`config.mk`:
```
export PLATFORM = sky130hd
export DESIGN_NAME = hctc_top
export DESIGN_NICKNAME = d
export VERILOG_FILES = /design/src/hctc_sticky_flag.v /design/src/hctc_xfer_count.v /design/src/hctc_top.v
export VERILOG_INCLUDE_DIRS = /design/src
export SDC_FILE = /design/constraint.sdc
export NUM_CORES = 1
export LEC_CHECK = 0
export ABC_AREA = 1
export BUFFER_PORTS_ARGS = -buffer_cell sky130_fd_sc_hd__buf_2
export CORE_MARGIN = 2
export CORE_UTILIZATION = 56
export CTS_CLUSTER_SIZE = 10
export DETAILED_ROUTE_END_ITERATION = 10
export GPL_ROUTABILITY_DRIVEN = 0
export GPL_TIMING_DRIVEN = 0
export PLACE_DENSITY_LB_ADDON = 0.25
export SYNTH_ARGS = -nofsm -noshare
export SYNTH_HDL_FRONTEND = slang
export SYNTH_SLANG_ARGS = --single-unit
```
`constraint.sdc`:
```
create_clock -name ref_clk_i -period 3.5 [get_ports ref_clk_i]
set_input_delay 0.7 -clock ref_clk_i [delete_from_list [all_inputs] [get_ports ref_clk_i]]
set_output_delay 0.7 -clock ref_clk_i [all_outputs]
set_load 0.01 [all_outputs]
```
`src/hctc_consts.vh`:
```
// constants for the host transfer counter and processor interrupt status block
`ifndef HCTC_CONSTS_VH
`define HCTC_CONSTS_VH

// command codes
`define HCTC_CMD_XFER_CNT_RD  8'h22
`define HCTC_CMD_XFER_CNT_WR  8'hA2
`define HCTC_CMD_IRQ_STAT_RD  8'h24
`define HCTC_CMD_IRQ_STAT_WR  8'hA4

// reset values
`define HCTC_XFER_CNT_RST     16'h0000
`define HCTC_IRQ_STAT_RST     16'h0000

// status field positions
`define HCTC_BIT_FRAME_ISO    0
`define HCTC_BIT_ASYNC_LIST   1
`define HCTC_BIT_XFER_DONE    2
`define HCTC_BIT_RSVD         3
`define HCTC_BIT_OPR_UPDATE   4
`define HCTC_BIT_HOST_SUSP    5
`define HCTC_BIT_CLK_READY    6
`define HCTC_IRQ_FLAGS        7

// largest counts the driver may program
`define HCTC_ACK_LIST_MAX     16'h1000
`define HCTC_ISO_LIST_MAX     16'h0800

// timing
`define HCTC_REF_CLK_MHZ      40
`define HCTC_CLK_READY_TYP_US 160
`define HCTC_CLK_READY_MAX_US 1000
// typical clock-ready wait counted in reference clock cycles
`define HCTC_CLK_READY_TYP_CYC 16'h1900

`endif

```
`src/hctc_sticky_flag.v`:
```
// one sticky status flag, set by hardware, cleared by a write of one
`timescale 1ns/10ps
`default_nettype none
module hctc_sticky_flag (
   input  wire ref_clk_i,
   input  wire sys_rst_i,
   input  wire set_i,
   input  wire clr_i,
   output reg  flag_o
);

   // -----------------------------------------------------------
   // flag storage
   // -----------------------------------------------------------
   // set is tested first so an event in the clearing cycle is kept
   always @(posedge ref_clk_i) begin
      if (sys_rst_i) begin
         flag_o <= 1'b0;
      end else if (set_i) begin
         flag_o <= 1'b1;
      end else if (clr_i) begin
         flag_o <= 1'b0;
      end
   end

endmodule
`default_nettype wire

```
`src/hctc_xfer_count.v`:
```
// byte progress counter that signals when a transfer reaches its programmed length
`timescale 1ns/10ps
`default_nettype none
module hctc_xfer_count #(
   parameter W = 16
) (
   input  wire         ref_clk_i,
   input  wire         sys_rst_i,
   input  wire         start_i,
   input  wire         beat_i,
   input  wire [1:0]   beat_bytes_i,
   input  wire [W-1:0] target_i,
   input  wire         count_en_i,
   output reg          done_o,
   output reg          busy_o
);

   reg  [W:0] moved_q;
   wire [W:0] moved_nx;

   // one extra bit so the sum cannot wrap past a full 16-bit target
   assign moved_nx = moved_q + {{(W-1){1'b0}}, beat_bytes_i};

   // -----------------------------------------------------------
   // progress tracking
   // -----------------------------------------------------------
   // a zero target never ends by count; the transfer waits for an outside end
   always @(posedge ref_clk_i) begin
      if (sys_rst_i) begin
         moved_q <= {(W+1){1'b0}};
         done_o  <= 1'b0;
         busy_o  <= 1'b0;
      end else begin
         done_o <= 1'b0;
         if (start_i) begin
            moved_q <= {(W+1){1'b0}};
            busy_o  <= 1'b1;
         end else if (busy_o && beat_i) begin
            moved_q <= moved_nx;
            if (count_en_i && (target_i != {W{1'b0}}) &&
                (moved_nx >= {1'b0, target_i})) begin
               done_o <= 1'b1;
               busy_o <= 1'b0;
            end
         end
      end
   end

endmodule
`default_nettype wire

```
`src/hctc_top.v`:
```
// host transfer byte counter and processor interrupt status register
`timescale 1ns/10ps
`default_nettype none
`include "hctc_consts.vh"
module hctc_top #(
   parameter [15:0] CLK_READY_CYC = `HCTC_CLK_READY_TYP_CYC
) (
   input  wire        ref_clk_i,
   input  wire        sys_rst_i,
   // command port from the processor interface
   input  wire        cmd_valid_i,
   input  wire [7:0]  cmd_code_i,
   input  wire [15:0] cmd_wdata_i,
   output reg  [15:0] rd_data_o,
   output reg         rd_valid_o,
   // configuration bits held elsewhere in the controller
   input  wire        irq_pin_master_enable_i,
   input  wire [6:0]  host_cpu_irq_mask_i,
   input  wire        dma_count_use_i,
   // transfer progress
   input  wire        xfer_start_i,
   input  wire        xfer_is_dma_i,
   input  wire        xfer_beat_i,
   input  wire [1:0]  xfer_beat_bytes_i,
   input  wire        ext_eot_pin_i,
   // host controller events
   input  wire        wakeup_sent_i,
   input  wire        host_suspended_i,
   input  wire        opr_update_i,
   input  wire        async_list_ready_i,
   input  wire        frame_start_i,
   // results
   output reg         host_irq_pin_o,
   output reg         transfer_end_event_o,
   output reg         buffer_status_update_o,
   output reg  [15:0] dma_count_o,
   output reg         xfer_busy_o
);

   // -----------------------------------------------------------
   // declarations
   // -----------------------------------------------------------
   reg  [15:0] transfer_byte_counter_q;
   reg         eot_meta_q;
   reg         eot_sync_q;
   reg         eot_prev_q;
   reg         dma_run_q;
   reg         dma_counted_q;
   reg         clk_wait_q;
   reg  [15:0] clk_wait_cnt_q;
   reg         clk_ready_evt_q;
   reg         susp_prev_q;
   reg         ext_done_q;
   wire        cnt_wr;
   wire        cnt_rd;
   wire        stat_wr;
   wire        stat_rd;
   wire        count_en;
   wire        int_done;
   wire        cnt_busy;
   wire        ext_eot_rise;
   wire        ext_end;
   wire        susp_rise;
   wire [6:0]  flag_set;
   wire [6:0]  flag_clr;
   wire [6:0]  flag_q;
   wire [15:0] status_view;
   wire [6:0]  pending;

   // -----------------------------------------------------------
   // command decode
   // -----------------------------------------------------------
   // each code is a single-cycle strobe; unknown codes are ignored
   assign cnt_rd  = cmd_valid_i && (cmd_code_i == `HCTC_CMD_XFER_CNT_RD);
   assign cnt_wr  = cmd_valid_i && (cmd_code_i == `HCTC_CMD_XFER_CNT_WR);
   assign stat_rd = cmd_valid_i && (cmd_code_i == `HCTC_CMD_IRQ_STAT_RD);
   assign stat_wr = cmd_valid_i && (cmd_code_i == `HCTC_CMD_IRQ_STAT_WR);

   // -----------------------------------------------------------
   // transfer byte counter register
   // -----------------------------------------------------------
   // the driver is trusted to stay within the list buffer sizes; the
   // counter is not clipped so a wrong value shows up as a long transfer
   always @(posedge ref_clk_i) begin
      if (sys_rst_i) begin
         transfer_byte_counter_q <= `HCTC_XFER_CNT_RST;
      end else if (cnt_wr) begin
         transfer_byte_counter_q <= cmd_wdata_i;
      end
   end

   // -----------------------------------------------------------
   // dma counter copy
   // -----------------------------------------------------------
   // the copy is taken only at dma start so later counter writes leave
   // dma_count_o alone; the count end still follows the live counter register
   // an outside end closes the dma as well, so a following pio counts
   always @(posedge ref_clk_i) begin
      if (sys_rst_i) begin
         dma_count_o   <= 16'h0000;
         dma_run_q     <= 1'b0;
         dma_counted_q <= 1'b0;
      end else begin
         if (xfer_start_i && xfer_is_dma_i) begin
            dma_run_q     <= 1'b1;
            dma_counted_q <= dma_count_use_i;
            if (dma_count_use_i) begin
               dma_count_o <= transfer_byte_counter_q;
            end
         end else if (xfer_start_i) begin
            dma_run_q     <= 1'b0;
            dma_counted_q <= 1'b0;
         end else if (transfer_end_event_o || ext_end) begin
            dma_run_q     <= 1'b0;
            dma_counted_q <= 1'b0;
         end
      end
   end

   // -----------------------------------------------------------
   // progress counting
   // -----------------------------------------------------------
   // count end is always enabled for pio; for dma only when the counter was taken
   assign count_en = xfer_start_i ? 1'b0 :
                     (!dma_run_q || dma_counted_q);

   hctc_xfer_count #(
      .W            (16)
   ) u_count (
      .ref_clk_i    (ref_clk_i),
      .sys_rst_i    (sys_rst_i),
      .start_i      (xfer_start_i),
      .beat_i       (xfer_beat_i),
      .beat_bytes_i (xfer_beat_bytes_i),
      .target_i     (transfer_byte_counter_q),
      .count_en_i   (count_en),
      .done_o       (int_done),
      .busy_o       (cnt_busy)
   );

   // -----------------------------------------------------------
   // external end of transfer
   // -----------------------------------------------------------
   // the pin is asynchronous; the edge is taken from the second stage and its delayed copy
   always @(posedge ref_clk_i) begin
      if (sys_rst_i) begin
         eot_meta_q <= 1'b0;
         eot_sync_q <= 1'b0;
         eot_prev_q <= 1'b0;
      end else begin
         eot_meta_q <= ext_eot_pin_i;
         eot_sync_q <= eot_meta_q;
         eot_prev_q <= eot_sync_q;
      end
   end

   assign ext_eot_rise = eot_sync_q && !eot_prev_q;
   // an outside end counts only while a transfer is in flight, and once
   assign ext_end      = ext_eot_rise && cnt_busy && !ext_done_q;

   // -----------------------------------------------------------
   // external end latch
   // -----------------------------------------------------------
   // the counter has no outside-end input, so the outside end is held
   // here until the next start; without it busy would come back after a
   // cycle and a second pin pulse would set the done flag again
   always @(posedge ref_clk_i) begin
      if (sys_rst_i) begin
         ext_done_q <= 1'b0;
      end else if (xfer_start_i) begin
         ext_done_q <= 1'b0;
      end else if (ext_end) begin
         ext_done_q <= 1'b1;
      end
   end

   // -----------------------------------------------------------
   // end event and buffer status strobe
   // -----------------------------------------------------------
   // both strobes come from the registered count end, so they stand in
   // the same cycle; an outside end raises neither
   always @(posedge ref_clk_i) begin
      if (sys_rst_i) begin
         transfer_end_event_o   <= 1'b0;
         buffer_status_update_o <= 1'b0;
         xfer_busy_o            <= 1'b0;
      end else begin
         transfer_end_event_o   <= int_done;
         buffer_status_update_o <= int_done;
         xfer_busy_o            <= cnt_busy && !ext_end && !ext_done_q;
      end
   end

   // -----------------------------------------------------------
   // clock ready wait after wakeup
   // -----------------------------------------------------------
   // a fixed typical wait is used; it stays well inside the longest
   // allowed wait, and a new wakeup restarts it
   always @(posedge ref_clk_i) begin
      if (sys_rst_i) begin
         clk_wait_q      <= 1'b0;
         clk_wait_cnt_q  <= 16'h0000;
         clk_ready_evt_q <= 1'b0;
      end else begin
         clk_ready_evt_q <= 1'b0;
         if (wakeup_sent_i) begin
            clk_wait_q     <= 1'b1;
            clk_wait_cnt_q <= 16'h0000;
         end else if (clk_wait_q) begin
            if (clk_wait_cnt_q >= CLK_READY_CYC - 16'h0001) begin
               clk_wait_q      <= 1'b0;
               clk_ready_evt_q <= 1'b1;
            end else begin
               clk_wait_cnt_q <= clk_wait_cnt_q + 16'h0001;
            end
         end
      end
   end

   // -----------------------------------------------------------
   // suspend edge
   // -----------------------------------------------------------
   // suspend is a level from the scheduler; the flag marks its onset only
   always @(posedge ref_clk_i) begin
      if (sys_rst_i) begin
         susp_prev_q <= 1'b0;
      end else begin
         susp_prev_q <= host_suspended_i;
      end
   end

   assign susp_rise = host_suspended_i && !susp_prev_q;

   // -----------------------------------------------------------
   // status flag events and clears
   // -----------------------------------------------------------
   // each live bit is its own sticky cell; reserved bit 3 has none
   assign flag_set[`HCTC_BIT_FRAME_ISO]  = frame_start_i;
   assign flag_set[`HCTC_BIT_ASYNC_LIST] = async_list_ready_i;
   assign flag_set[`HCTC_BIT_XFER_DONE]  = int_done || ext_end;
   assign flag_set[`HCTC_BIT_RSVD]       = 1'b0;
   assign flag_set[`HCTC_BIT_OPR_UPDATE] = opr_update_i;
   assign flag_set[`HCTC_BIT_HOST_SUSP]  = susp_rise;
   assign flag_set[`HCTC_BIT_CLK_READY]  = clk_ready_evt_q;

   // only ones written clear; a read never touches the flags
   assign flag_clr = stat_wr ? cmd_wdata_i[6:0] : 7'h00;

   genvar gi;
   generate
      for (gi = 0; gi < `HCTC_IRQ_FLAGS; gi = gi + 1) begin : g_flag
         if (gi == `HCTC_BIT_RSVD) begin : g_rsvd
            assign flag_q[gi] = 1'b0;
         end else begin : g_live
            hctc_sticky_flag u_flag (
               .ref_clk_i (ref_clk_i),
               .sys_rst_i (sys_rst_i),
               .set_i     (flag_set[gi]),
               .clr_i     (flag_clr[gi]),
               .flag_o    (flag_q[gi])
            );
         end
      end
   endgenerate

   // upper bits are reserved and read as zero
   assign status_view = {9'h000, flag_q};

   // -----------------------------------------------------------
   // read data
   // -----------------------------------------------------------
   // the last answer stays on the bus until the next read, so a slow
   // processor interface may still pick it up a few cycles late
   always @(posedge ref_clk_i) begin
      if (sys_rst_i) begin
         rd_data_o  <= 16'h0000;
         rd_valid_o <= 1'b0;
      end else begin
         rd_valid_o <= cnt_rd || stat_rd;
         if (cnt_rd) begin
            rd_data_o <= transfer_byte_counter_q;
         end else if (stat_rd) begin
            rd_data_o <= status_view;
         end
      end
   end

   // -----------------------------------------------------------
   // interrupt pin
   // -----------------------------------------------------------
   // mask and master enable are used as given; they are registers of
   // the wider controller and are not held again here
   // level output, active high; masks come in zero from reset
   assign pending = flag_q & host_cpu_irq_mask_i;

   always @(posedge ref_clk_i) begin
      if (sys_rst_i) begin
         host_irq_pin_o <= 1'b0;
      end else begin
         host_irq_pin_o <= irq_pin_master_enable_i && (|pending);
      end
   end

endmodule
`default_nettype wire

```
**After elaboration in Yosys (flattened, before gate mapping)**

Cells that the tools add are included.

- Divide/modulo/power cells: 0
- $add $sub $neg: 2
- Multiplexer cells: 28
- Shift-type cells: 0
- Order comparisons: 2
- Multiply operators: 0
- Reduce and logical (&&, ||, !) cells: 43
- Equality and inequality tests: 4
- Bitwise operators: 4

Operator list:

| operator | number |
|---|---|
| $mux 16 | 2 |
| $mux 1 | 25 |
| $reduce_bool 2->1 | 9 |
| $add 17x2->17 | 1 |
| $ge 17x16->1 | 1 |
| $add 16x1->16 const B | 1 |
| $eq 8x6->1 const B | 2 |
| $eq 8x8->1 const B | 2 |
| $ge 16x13->1 const B | 1 |
| $reduce_bool 16->1 | 1 |
| $logic_and 1x1->1 | 15 |
| $and 7x7->7 | 1 |
| $mux 7 | 1 |
| $reduce_or 7->1 | 1 |
| $reduce_and 2->1 | 3 |
| $reduce_or 3->1 | 2 |
| $logic_not 1->1 | 5 |
| $logic_or 1x1->1 | 4 |
| $reduce_or 2->1 | 2 |
| $not 1->1 | 3 |
| $reduce_bool 3->1 | 1 |

- Latch bits: 0
- Memory bits (read-only): 0
- Logic and storage cells: 109
- Register bits: 102
- Memories: 0
- Output and inout bits: 37
- RAM bits: 0
- Input port bits: 47

**Logic depth before layout (Yosys ltp)**

Gate-level depths: netlist (run 1).

- Word-level depth: 8
- Mapped depth: 21
- Gate-level depth less buffers: 21

**Cells and area by module**

From an unflattened synthesis (run 1), not the netlist that was laid out.

- Cells, all modules: 713
- Area total of the unflattened synthesis: 4982.3 sq um

By module, submodules not included:

| module | times used | sequential area each (sq um) | area each (sq um) | cells each |
|---|---|---|---|---|
| hctc_top | 1 | 1541.5 | 3215.6 | 456 |
| hctc_xfer_count | 1 | 380.4 | 1526.5 | 227 |
| hctc_sticky_flag | 6 | 20.0 | 40.0 | 5 |

**Worst setup path after synthesis (run 1)**

No wires, ideal clock.

- Path type: input port to flip-flop
- Start: in xfer_beat_bytes_i[0]
- End: reg u_count.done_o
- Buffers on the path: 0
- Setup time: 0.111 ns
- Arrival: 2.818 ns
- Cell stages on the path: 16
- Required time: 3.389 ns
- Path slack: 0.571 ns
- Cells stage by stage: ha_1 -> fa_1 -> and3_1 -> nand3_1 -> nor2_1 -> nand2_1 -> xor2_1 -> inv_1 -> ha_1 -> nand2_1 -> nor2_1 -> a31o_2 -> nor2_1 -> nand2_1 -> nand2_1 -> nor2_1

- Word-level cells in the longest chain between the ends: 4

RTL lines:

| what | RTL line | RTL |
|---|---|---|
| start, declared | hctc_top.v:24 | `input wire [1:0] xfer_beat_bytes_i,` |
| $add 17x2->17 | hctc_xfer_count.v:22 | `assign moved_nx = moved_q + {{(W-1){1'b0}}, beat_bytes_i};` |
| net u_count.moved_nx[14] | hctc_xfer_count.v:19 | `wire [W:0] moved_nx;` |
| $ge 17x16->1 | hctc_xfer_count.v:41 | `(moved_nx >= {1'b0, target_i})) begin` |
| $logic_and 1x1->1 | hctc_xfer_count.v:40 | `if (count_en_i && (target_i != {W{1'b0}}) &&` |
| $mux 1 | hctc_xfer_count.v:40 |  |
| end signal, assigned | hctc_xfer_count.v:31 | `done_o <= 1'b0;` |
| end signal, assigned | hctc_xfer_count.v:34 | `done_o <= 1'b0;` |
| end signal, assigned | hctc_xfer_count.v:42 | `done_o <= 1'b1;` |
| end, declared | hctc_xfer_count.v:14 | `output reg done_o,` |

The timed path passes the listed nets, and every way through them passes these cells.
A chain may end at the register's enable or synchronous reset.

**Worst setup path after layout (run 1)**

- Start: in xfer_beat_bytes_i[0]
- End: reg u_count.busy_o

- Word-level cells in the longest chain between the ends: 5

RTL lines:

| what | RTL line | RTL |
|---|---|---|
| $add 17x2->17 | hctc_xfer_count.v:22 |  |
| net u_count.moved_nx[12] | hctc_xfer_count.v:19 |  |
| $ge 17x16->1 | hctc_xfer_count.v:41 |  |
| $logic_and 1x1->1 | hctc_xfer_count.v:40 |  |
| $reduce_bool 2->1 (no source line) | n/a |  |
| $reduce_and 2->1 (no source line) | n/a |  |
| end signal, assigned | hctc_xfer_count.v:32 | `busy_o <= 1'b0;` |
| end signal, assigned | hctc_xfer_count.v:37 | `busy_o <= 1'b1;` |
| end signal, assigned | hctc_xfer_count.v:43 | `busy_o <= 1'b0;` |
| end, declared | hctc_xfer_count.v:15 | `output reg busy_o` |

The timed path passes the listed nets, and every way through them passes these cells.

==> results.py, run 1 <==
metrics = {
    "sta": {
        "finalClockSkew_ns": 0.0112,
        "fin_crit_ns": 3.00,
        "setup_viol": 0,
        "fin_crit_sh": 0.858,
        "max_freq_mhz": 333,
        "hold_violations": 0,
        "slew_viol_final": 0,
        "rsz0062_at_grt": "false",
        "setup_slack_ns": 0.497,
        "fin_tns_setup_ns": 0,
        "relSlewSlack": 0.627,
        "worstMarginPinSlew_ns": 0.560,
    },
    "yosys": {
        "yosysWarnings": 0,
        "synth_top_area_share": 0.421,
        "ys_seq_elements": 102,
        "yosysUniqueCellTypes": 38,
        "synthArstFlopShare": 0,
        "synth_flop_cell": "dfxtp_1",
        "syn_area_sq_um": 4860,
        "synth-edff-count": 0,
        "yosys-top-cells-area": "dfxtp_1 42%, inv_1 9.0%, nand2_1 8.8%",
        "yosys.area.top_type": "dfxtp_1",
        "seq_area_frac_synth": 0.421,
        "synth_nets": 718,
        "syn-instance-count": 651,
        "syn-mean-instance-area_sq_um": 7.46,
    },
    "global_routing": {
        "grt_pass1_wl_um": 19300,
        "grtUsageMet2": 0.434,
        "use_met3": 0.0410,
        "grt-busiest-layer": "met2",
        "antenna_found_initial": 0,
        "grt_use_total": 0.245,
        "grt_max_degree": 19,
        "grt_overflow_total": 0,
        "met1_usage": 0.309,
        "grt_pass1_vias": 4296,
    },
    "clocking": {
        "root_buffer": "clkbuf_8",
        "worstSkewPairLatency_ns": 0.36,
        "cts_setup_buffers": 0,
        "ctsResizeCount": 0,
        "path_clk_slew_ns": 0.10,
        "cts_sinks": 102,
        "clockBufferDepth": 2,
        "cts_max_level": 3,
        "numCtsBuffers": 9,
        "tritoncts": "done",
        "cts_hold_buffers": 0,
    },
    "floorplan": {
        "core_sq_um": 8300,
        "io-pin-count": 84,
        "die_area_sq_um": 9430,
        "fp.dieH_um": 97.1,
        "die_w_um": 97.1,
        "num_rows": 33,
        "start_util": 0.585,
    },
    "layout": {
        "antenna_cells": 0,
        "final_util": 0.672,
        "final_area_sq_um": 5580,
        "syn2layout_area_growth_pct": 14.9,
        "num-fill-cells": 740,
        "final_common_cell": "inv_1",
        "fin_nets": 811,
        "drive_gt1_frac": 0.162,
        "multi_input_area_sq_um": 2260,
        "final-seq-area_sq_um": 2040,
        "final_cell_mix": "117 x inv_1, 114 x nand2_1, 102 x dfxtp_1",
    },
    "min_path": {
        "hp-class": "register to register",
    },
    "routing": {
        "drt_iter0_markers": 227,
        "vias_per_cell": 5.22,
        "vias": 4462,
        "drt_first_pass_iters": 5,
        "drc": 0,
        "finalWirelength_um": 11500,
        "antenna_left": 0,
        "wire_per_inst_um": 13.5,
    },
    "power": {
        "switchingPower_mw": 0.581,
        "pwr-share-seq": 0.570,
        "power.leakage_nw": 2.58,
        "p_clk_frac": 0.329,
        "p_int_mw": 1.54,
        "switching_share": 0.274,
        "p_per_area_nw_per_um2": 379,
        "irDropWorstVdd_v": 0.000233,
        "p_total_mw": 2.12,
        "combinationalPowerShare": 0.100,
    },
    "worst_setup_path": {
        "critPathCaptureType": "register",
        "cpPeakStageDelay_ns": 0.41,
        "crit_family": "simple AND/OR/NAND/NOR gates",
        "reg2reg_from": "u_count.moved_q[0]$_SDFFE_PP0P_",
        "r2r_slack_ns": 0.63,
        "cp.required_ns": 3.81,
        "path_depth": 20,
        "path_class": "input port to register",
        "crit_path_end": "u_count.busy_o$_SDFFE_PP0P_",
        "startpoint": "xfer_beat_bytes_i[0]",
        "r2r_end": "u_count.busy_o$_SDFFE_PP0P_",
        "path_max_fanout": 4,
        "cp-start-kind": "input port",
        "cp_common_cell": "nand2_1",
        "cp_slowest_cell": "fa_1",
        "crit_chain": "buf_2 -> ha_1 -> fa_1 -> and3_1 -> nand3_1 -> xor2_1 -> ha_1 -> nand2_1 -> inv_1 -> nand2_1 -> nor2_1 -> a21oi_1 -> nand2_1 -> nand2_1 -> nand2_1 -> nand2_1 -> nand2_1 -> nand2_1 -> nand2_1 -> nand2_1",
        "rr_worst_depth": 19,
        "cp.buffers_inverters": 2,
        "cp.arrival_ns": 3.31,
    },
    "placed_design": {
        "post-place-ws_ns": 0.123,
        "numPortBuffers": 82,
        "placed_area_sq_um": 5400,
        "dp_hpwl_um": 8790,
    },
    "outcome": {
        "outcome": "finished, final reports clean",
    },
    "run": {
        "cap_viol_max_count": 0,
    },
}
-- sequential cells by signal, indices dropped and copies added (netlist names), 6 cells and up --
name	flops
clk_wait_cnt_q	16
dma_count_o	16
u_count.moved_q	17
transfer_byte_counter_q	16
g_flag.g_live.u_flag.flag_o	6
rd_data_o	16
-- routing by layer --
metal | part of all wire | vias up
li1 | - | 2274
met1 | 0.45 | 2075
met2 | 0.49 | 101
met3 | 0.042 | 12
met4 | 0.011 | 0
met5 | 0 | -
-- worst reg2reg max path: cells and delay by family (launching register included) --
family,cells,cell delay [ns]
adders and majority gates,3,0.91
DFF,1,0.32
AOI/OAI and AO/OA,1,0.12
buffers and inverters,1,0.05
xor gates and xnor gates,1,0.27
and+or+nand+nor,13,1.14
-- per-stage QoR --
stage | instances | hold WS (ns)
after floorplan | 651 | 0.388
after global placement | 838 | 0.401
after detailed placement | 838 | 0.399
after CTS | 854 | 0.415
after global routing | 854 | 0.455
final | 854 | 0.404
-- worst min path at each step --
stage                                 startpoint                                     endpoint  slack [ns]  cells past startpoint
after floorplan            eot_meta_q$_SDFF_PP0_                        eot_sync_q$_SDFF_PP0_        0.39                      2
after global placement     eot_meta_q$_SDFF_PP0_                        eot_sync_q$_SDFF_PP0_        0.40                      2
after detailed placement   eot_meta_q$_SDFF_PP0_                        eot_sync_q$_SDFF_PP0_        0.40                      2
after CTS                  eot_meta_q$_SDFF_PP0_                        eot_sync_q$_SDFF_PP0_        0.42                      2
after global routing      susp_prev_q$_SDFF_PP0_  g_flag[5].g_live.u_flag.flag_o$_SDFFE_PP0P_        0.45                      1
final                      eot_meta_q$_SDFF_PP0_                        eot_sync_q$_SDFF_PP0_        0.40                      2
-- final cells by class --
cell class | count | area share
Buffer | 24 | 0.0197
Tap cell | 105 | 0.0235
Sequential cell | 102 | 0.366
Timing Repair Buffer | 82 | 0.0736
Clock inverter | 7 | 0.0103
Inverter | 118 | 0.0794
Clock buffer | 9 | 0.0222
Multi-Input combinational cell | 407 | 0.405
-- power groups by stage --
stage | combinational [mW] | sequential [mW] | clock (mW)
after CTS | 0.211 | 1.21 | 0.711
after detailed placement | 0.210 | 1.23 | 0
after floorplan | 0.127 | 1.23 | 0
after global placement | 0.201 | 1.23 | 0
final | 0.212 | 1.21 | 0.697
after global routing | 0.240 | 1.21 | 0.757
-- cell families after synthesis --
group | count (synthesis) | synth area share
AND/OR/NAND/NOR | 215 | 0.198
adder cells (fa/ha/maj) | 20 | 0.0531
flip-flops | 102 | 0.421
XOR/XNOR | 26 | 0.0469
buffers and inverters | 142 | 0.114
AO/OA/AOI/OAI | 146 | 0.167
-- synth_stat cells, types with 2 or more instances --
| library cell | instances |
|---|---|
| ha_1 | 19 |
| nand2_1 | 114 |
| nor3_1 | 5 |
| a31oi_1 | 2 |
| buf_4 | 2 |
| nor4_1 | 5 |
| nor2_2 | 3 |
| nand3_1 | 33 |
| nor2_4 | 2 |
| nand4_1 | 8 |
| xor2_1 | 20 |
| nand2_4 | 2 |
| o21bai_1 | 4 |
| o21ai_0 | 48 |
| dfxtp_1 | 102 |
| clkbuf_1 | 17 |
| xnor2_1 | 6 |
| buf_2 | 4 |
| inv_1 | 117 |
| a21oi_1 | 71 |
| o211ai_1 | 14 |
| nor2_1 | 37 |
(Power assumes the default switching activity.)
==> inputs of run 2 (changes only) <==
ABC_AREA = unset   (was 1)
==> run 2 against run 1 <==
Compared with the run above:
- combinational power is 42% lower
- clock skew is 0.0020 ns lower
- sequential cell count unchanged
==> results.py, run 2 <==
metrics = {
    "outcome": {
        "outcome": "finished, final reports clean",
    },
    "layout": {
        "final_common_cell": "dfxtp_1",
        "final_area_sq_um": 5380,
        "final_util": 0.661,
        "num-fill-cells": 716,
        "largest_register": "u_count.moved_q",
        "syn2layout_area_growth_pct": 16.0,
        "largest_reg_flops": 17,
        "final_cell_mix": "102 x dfxtp_1, 88 x buf_2, 68 x nor2_1",
        "drive_gt1_frac": 0.181,
        "fin_cells": 734,
        "fin_nets": 692,
        "antenna_cells": 0,
    },
    "worst_setup_path": {
        "cp-start-kind": "input port",
        "cp.arrival_ns": 3.54,
        "cp_slowest_cell": "nor4_2",
        "critPathCaptureType": "register",
        "reg2reg_from": "u_count.moved_q[0]$_SDFFE_PP0P_",
        "path_max_fanout": 6,
        "crit_chain": "buf_2 -> ha_1 -> fa_1 -> nand3_1 -> nor4_2 -> nand3_1 -> xnor2_1 -> ha_1 -> a211o_1 -> a21oi_1 -> a41oi_1 -> o21a_1",
        "rr_worst_depth": 11,
        "path_class": "input port to register",
        "cp.required_ns": 3.77,
        "r2r_slack_ns": 0.29,
        "cpPeakStageDelay_ns": 0.61,
        "r2r_end": "u_count.done_o$_SDFF_PP0_",
    },
    "global_routing": {
        "grt_pass1_vias": 3905,
        "grt_max_degree": 19,
        "antenna_found_initial": 0,
        "grt_overflow_total": 0,
        "grt_pass1_wl_um": 18100,
        "grt_use_total": 0.259,
    },
    "clocking": {
        "root_buffer": "clkbuf_8",
        "cts_max_level": 3,
        "cts_sinks": 102,
        "clockBufferDepth": 2,
        "numCtsBuffers": 9,
        "tritoncts": "done",
        "path_clk_slew_ns": 0.09,
        "cts_setup_buffers": 0,
        "ctsResizeCount": 0,
        "cts_hold_buffers": 0,
        "worstSkewPairLatency_ns": 0.38,
    },
    "power": {
        "irDropWorstVdd_v": 0.000253,
        "combinationalPowerShare": 0.059,
        "p_int_mw": 1.56,
        "p_clk_frac": 0.375,
        "switchingPower_mw": 0.525,
        "switching_share": 0.251,
        "power.leakage_nw": 2.29,
        "pwr-share-seq": 0.566,
        "p_per_area_nw_per_um2": 388,
    },
    "yosys": {
        "yosys.area.top_type": "dfxtp_1",
        "yosysUniqueCellTypes": 50,
        "synth_commonest_cells": "102 x dfxtp_1, 68 x nor2_1, 65 x nand2_1",
        "syn-instance-count": 532,
        "yosys-top-cells-area": "dfxtp_1 44%, nor2_1 5.5%, nand2_1 5.3%",
        "synth_most_common_cell": "dfxtp_1",
        "synth_top_area_share": 0.441,
        "synthArstFlopShare": 0,
        "seq_area_frac_synth": 0.441,
        "synth_nets": 599,
        "synth_flop_cell": "dfxtp_1",
        "ys_seq_elements": 102,
        "syn-mean-instance-area_sq_um": 8.71,
        "yosysWarnings": 0,
        "syn_area_sq_um": 4630,
        "synth-edff-count": 0,
    },
    "routing": {
        "antenna_left": 0,
        "finalWirelength_um": 11000,
        "wire_per_inst_um": 15.0,
        "drc": 0,
        "drt_iter0_markers": 209,
        "vias_per_cell": 5.66,
        "vias": 4158,
        "drt_first_pass_iters": 5,
    },
    "sta": {
        "fin_crit_ns": 3.26,
        "relSlewSlack": 0.487,
        "whs_ns": 0.455,
        "worstMarginPinSlew_ns": 0.762,
        "hold_violations": 0,
        "rsz0062_at_grt": "false",
        "max_freq_mhz": 306,
        "finalClockSkew_ns": 0.00911,
        "setup_viol": 0,
        "slew_viol_final": 0,
        "fin_crit_sh": 0.932,
    },
    "placed_design": {
        "numPortBuffers": 82,
        "placed_area_sq_um": 5170,
        "dp_cells": 719,
        "dp_hpwl_um": 8170,
    },
    "floorplan": {
        "start_util": 0.570,
        "core_sq_um": 8130,
        "die_area_sq_um": 9020,
        "die_w_um": 95.0,
        "io-pin-count": 84,
        "fp.dieH_um": 95.0,
        "num_rows": 33,
    },
    "min_path": {
        "hold_end": "eot_sync_q$_SDFF_PP0_",
        "whs_path_depth": 1,
        "hp-class": "register to register",
        "min_from": "eot_meta_q$_SDFF_PP0_",
    },
    "run": {
        "cap_viol_max_count": 0,
    },
}
==> run 2: cell types whose count changed in the layout (fill, tap and decap cells not counted), sizes merged, moves of 9 or more <==
| cell | change |
|---|---|
| inv | -94 |
| nand2 | -52 |
| o21ai | -35 |
| a21oi | -31 |
| nor2 | +26 |
| nand3 | -18 |
| mux2i | +17 |
| a22oi | +14 |
| o211ai | -13 |
| nor2b | +9 |
==> run 2: area by class of cell <==
type                    instances  area [sq um]  area share
clock inverters                 6          76.3      0.0142
flip-flops and latches        102          2040       0.380
plain buffers                  28           116      0.0216
inverters                      22          82.6      0.0154
repair buffers                 82           410      0.0764
multi-input cells             380          2390       0.445
well taps                     105           131      0.0244
clock buffers                   9           124      0.0230
==> run 2: worst max-delay path: cells and delay by family <==
family	cells	cell delay, ns
adder cells (fa/ha/maj)	3	0.75
AO/OA/AOI/OAI	4	0.83
XOR/XNOR	1	0.16
AND/OR/NAND/NOR	3	1.02
buffers and inverters	1	0.08
==> run 2: metrics by stage <==
stage / worst slack, ns / power [mW] / setup TNS, ns
after floorplan: 0.378 / 1.27 / 0
after detailed placement: -0.0808 / 1.33 / -0.130
after CTS: 0.251 / 2.10 / 0
after global placement: -0.0447 / 1.33 / -0.0447
after global routing: 0.00232 / 2.16 / 0
final: 0.237 / 2.09 / 0
==> run 2: layer usage <==
| layer | global-route usage | wire, um | up-vias |
|---|---|---|---|
| li1 | - | - | 2034 |
| met1 | 0.324 | 4770 | 1975 |
| met2 | 0.434 | 5370 | 129 |
| met3 | 0.0575 | 661 | 20 |
| met4 | 0.103 | 236 | 0 |
| met5 | 0 | 0 | - |
==> run 2: worst max-delay path by stage <==
stage	from	to	slack (ns)
global placement	xfer_beat_bytes_i[0]	u_count.done_o$_SDFF_PP0_	-0.04
CTS	xfer_beat_bytes_i[0]	u_count.done_o$_SDFF_PP0_	0.25
detailed placement	xfer_beat_bytes_i[0]	u_count.done_o$_SDFF_PP0_	-0.08
finish	xfer_beat_bytes_i[0]	u_count.done_o$_SDFF_PP0_	0.24
global route	xfer_beat_bytes_i[0]	u_count.done_o$_SDFF_PP0_	0.002
floorplan	xfer_beat_bytes_i[0]	u_count.done_o$_SDFF_PP0_	0.38
==> run 2: cells by family after synthesis <==
family / share of synthesized area
xor+xnor: 0.0586
flops: 0.441
buf+inv: 0.0429
compound gates: 0.135
fa+ha+maj: 0.0556
mux: 0.0367
simple gates: 0.231
==> run 2: power groups by stage <==
stage	registers (mW)	clock network (mW)	logic [mW]
after global routing	1.18	0.839	0.136
after detailed placement	1.21	0	0.122
after CTS	1.18	0.797	0.122
after floorplan	1.21	0	0.0650
after global placement	1.21	0	0.118
final	1.18	0.784	0.123
==> inputs of run 3 (changes only) <==
clock period = 3.4 ns   (was 3.5 ns; I/O delays follow)
==> run 3 against run 2 <==
Compared with the run above:
- cell count decreased by 0.14%
- register-to-register slack worse by 0.02 ns
- non-clock buffer count is 1 lower
- die area is the same
- sequential share of layout area barely moved
- final area about the same
- combinational power hardly changed
- via count up 0.14%
- count of clock-buffer cells in the layout unchanged
- sequential cell count unchanged
- core utilization rose by 0.062 points
- worst setup slack better by 0.0029 ns
- critical endpoint unchanged
- largest power group unchanged
- highest routed layer unchanged
==> results.py, run 3 (synthesis gave the netlist of run 2 again) <==
metrics = {
    "global_routing": {
        "grt_pass1_wl_um": 18100,
        "grt_overflow_total": 0,
        "grt_pass1_vias": 3905,
        "grt_use_total": 0.259,
        "grt_max_degree": 19,
        "antenna_found_initial": 0,
    },
    "worst_setup_path": {
        "path_class": "input port to register",
        "cp-start-kind": "input port",
        "r2r_slack_ns": 0.27,
        "r2r_end": "u_count.done_o$_SDFF_PP0_",
        "crit_path_end": "u_count.done_o$_SDFF_PP0_",
        "rr_worst_depth": 11,
        "cp.arrival_ns": 3.43,
        "reg2reg_from": "u_count.moved_q[0]$_SDFFE_PP0P_",
        "path_max_fanout": 6,
        "cp.required_ns": 3.67,
        "critPathCaptureType": "register",
        "startpoint": "xfer_beat_bytes_i[0]",
    },
    "clocking": {
        "root_buffer": "clkbuf_8",
        "cts_setup_buffers": 0,
        "cts_sinks": 102,
        "tritoncts": "done",
        "numCtsBuffers": 9,
        "clockBufferDepth": 2,
        "cts_max_level": 3,
        "path_clk_slew_ns": 0.09,
        "worstSkewPairLatency_ns": 0.38,
    },
    "power": {
        "p_int_mw": 1.61,
        "power.leakage_nw": 2.30,
        "p_per_area_nw_per_um2": 399,
        "combinationalPowerShare": 0.059,
        "irDropWorstVdd_v": 0.000262,
        "pwr-share-seq": 0.566,
        "p_clk_frac": 0.375,
        "switchingPower_mw": 0.540,
        "switching_share": 0.251,
    },
    "sta": {
        "setup_viol": 0,
        "fin_crit_sh": 0.929,
        "worstMarginPinSlew_ns": 0.754,
        "relSlewSlack": 0.493,
        "finalClockSkew_ns": 0.00899,
        "max_freq_mhz": 316,
        "whs_ns": 0.455,
        "hold_violations": 0,
        "rsz0062_at_grt": "false",
        "slew_viol_final": 0,
        "fin_crit_ns": 3.16,
        "setup_slack_ns": 0.240,
    },
    "routing": {
        "drc": 0,
        "vias": 4164,
        "wire_per_inst_um": 15.2,
        "finalWirelength_um": 11100,
        "antenna_left": 0,
        "drt_iter0_markers": 214,
        "vias_per_cell": 5.68,
        "drt_first_pass_iters": 5,
    },
    "layout": {
        "final_util": 0.661,
        "final_cell_mix": "102 x dfxtp_1, 88 x buf_2, 68 x nor2_1",
        "final_area_sq_um": 5380,
        "final_common_cell": "dfxtp_1",
        "syn2layout_area_growth_pct": 16.1,
        "largest_register": "u_count.moved_q",
        "antenna_cells": 0,
        "drive_gt1_frac": 0.182,
        "fin_nets": 691,
        "num-fill-cells": 720,
        "fin_cells": 733,
        "largest_reg_flops": 17,
    },
    "placed_design": {
        "dp_cells": 719,
        "post-place-ws_ns": -0.161,
        "numPortBuffers": 82,
        "placed_area_sq_um": 5170,
        "dp_hpwl_um": 8170,
    },
    "floorplan": {
        "die_area_sq_um": 9020,
        "core_sq_um": 8130,
        "num_rows": 33,
        "io-pin-count": 84,
        "fp.dieH_um": 95.0,
        "start_util": 0.570,
        "die_w_um": 95.0,
    },
    "min_path": {
        "hp-class": "register to register",
    },
    "outcome": {
        "outcome": "finished, final reports clean",
    },
    "run": {
        "cap_viol_max_count": 0,
    },
}
==> run 3: power groups by stage <==
stage	clock network [mW]	logic, mW	registers [mW]
finish	0.806	0.126	1.22
detailed placement	0	0.125	1.24
global placement	0	0.122	1.24
global route	0.864	0.140	1.22
floorplan	0	0.0669	1.24
CTS	0.820	0.126	1.22
==> run 3: worst min path at each step <==
stage / start / to / slack (ns) / cells after the start
2_1_floorplan: clk_ready_evt_q$_SDFF_PP0_ / g_flag[6].g_live.u_flag.flag_o$_SDFFE_PP0P_ / 0.41 / 2
3_3_place_gp: eot_meta_q$_SDFF_PP0_ / eot_sync_q$_SDFF_PP0_ / 0.42 / 1
3_5_place_dp: eot_meta_q$_SDFF_PP0_ / eot_sync_q$_SDFF_PP0_ / 0.43 / 1
4_1_cts: eot_meta_q$_SDFF_PP0_ / eot_sync_q$_SDFF_PP0_ / 0.46 / 1
5_1_grt: eot_sync_q$_SDFF_PP0_ / eot_prev_q$_SDFF_PP0_ / 0.47 / 1
6_report: eot_meta_q$_SDFF_PP0_ / eot_sync_q$_SDFF_PP0_ / 0.45 / 1
==> run 3: area by class of cell <==
type	count	area, sq um	area share
multi-input cells	380	2400	0.446
flip-flops and latches	102	2040	0.380
repair buffers	82	410	0.0763
well taps	105	131	0.0244
clock buffers	9	124	0.0230
plain buffers	27	113	0.0209
inverters	22	82.6	0.0153
clock inverters	6	76.3	0.0142
==> run 3: metrics by stage <==
stage	setup TNS, ns	total power, mW
global route	0	2.22
detailed placement	-0.290	1.37
finish	0	2.15
floorplan	0	1.31
CTS	0	2.16
global placement	-0.197	1.36
==> run 3: worst max-delay path, cell delays in order <==
cell	delay (ns)
buf_2	0.08
ha_1	0.20
fa_1	0.24
nand3_1	0.27
nor4_4	0.52
nand3_1	0.15
xnor2_1	0.16
ha_1	0.31
a211o_1	0.26
a21oi_1	0.14
a41oi_1	0.20
o21a_1	0.23
==> run 3: what timing repair did <==
| item | CTS | global route |
|---|---|---|
| hold endpoints to repair | 0 | 0 |
| hold buffers | 0 | 0 |
| setup endpoints to repair | 0 | 1 |
| gates resized for setup | 0 | 1 |
==> run 3: routing by layer <==
metal / global-route usage / vias to the layer above / part of all wire / wire length, um
li1: - / 2040 / - / -
met1: 0.324 / 1951 / 0.42 / 4640
met2: 0.434 / 149 / 0.49 / 5480
met3: 0.0575 / 24 / 0.068 / 756
met4: 0.103 / 0 / 0.020 / 227
met5: 0 / - / 0 / 0
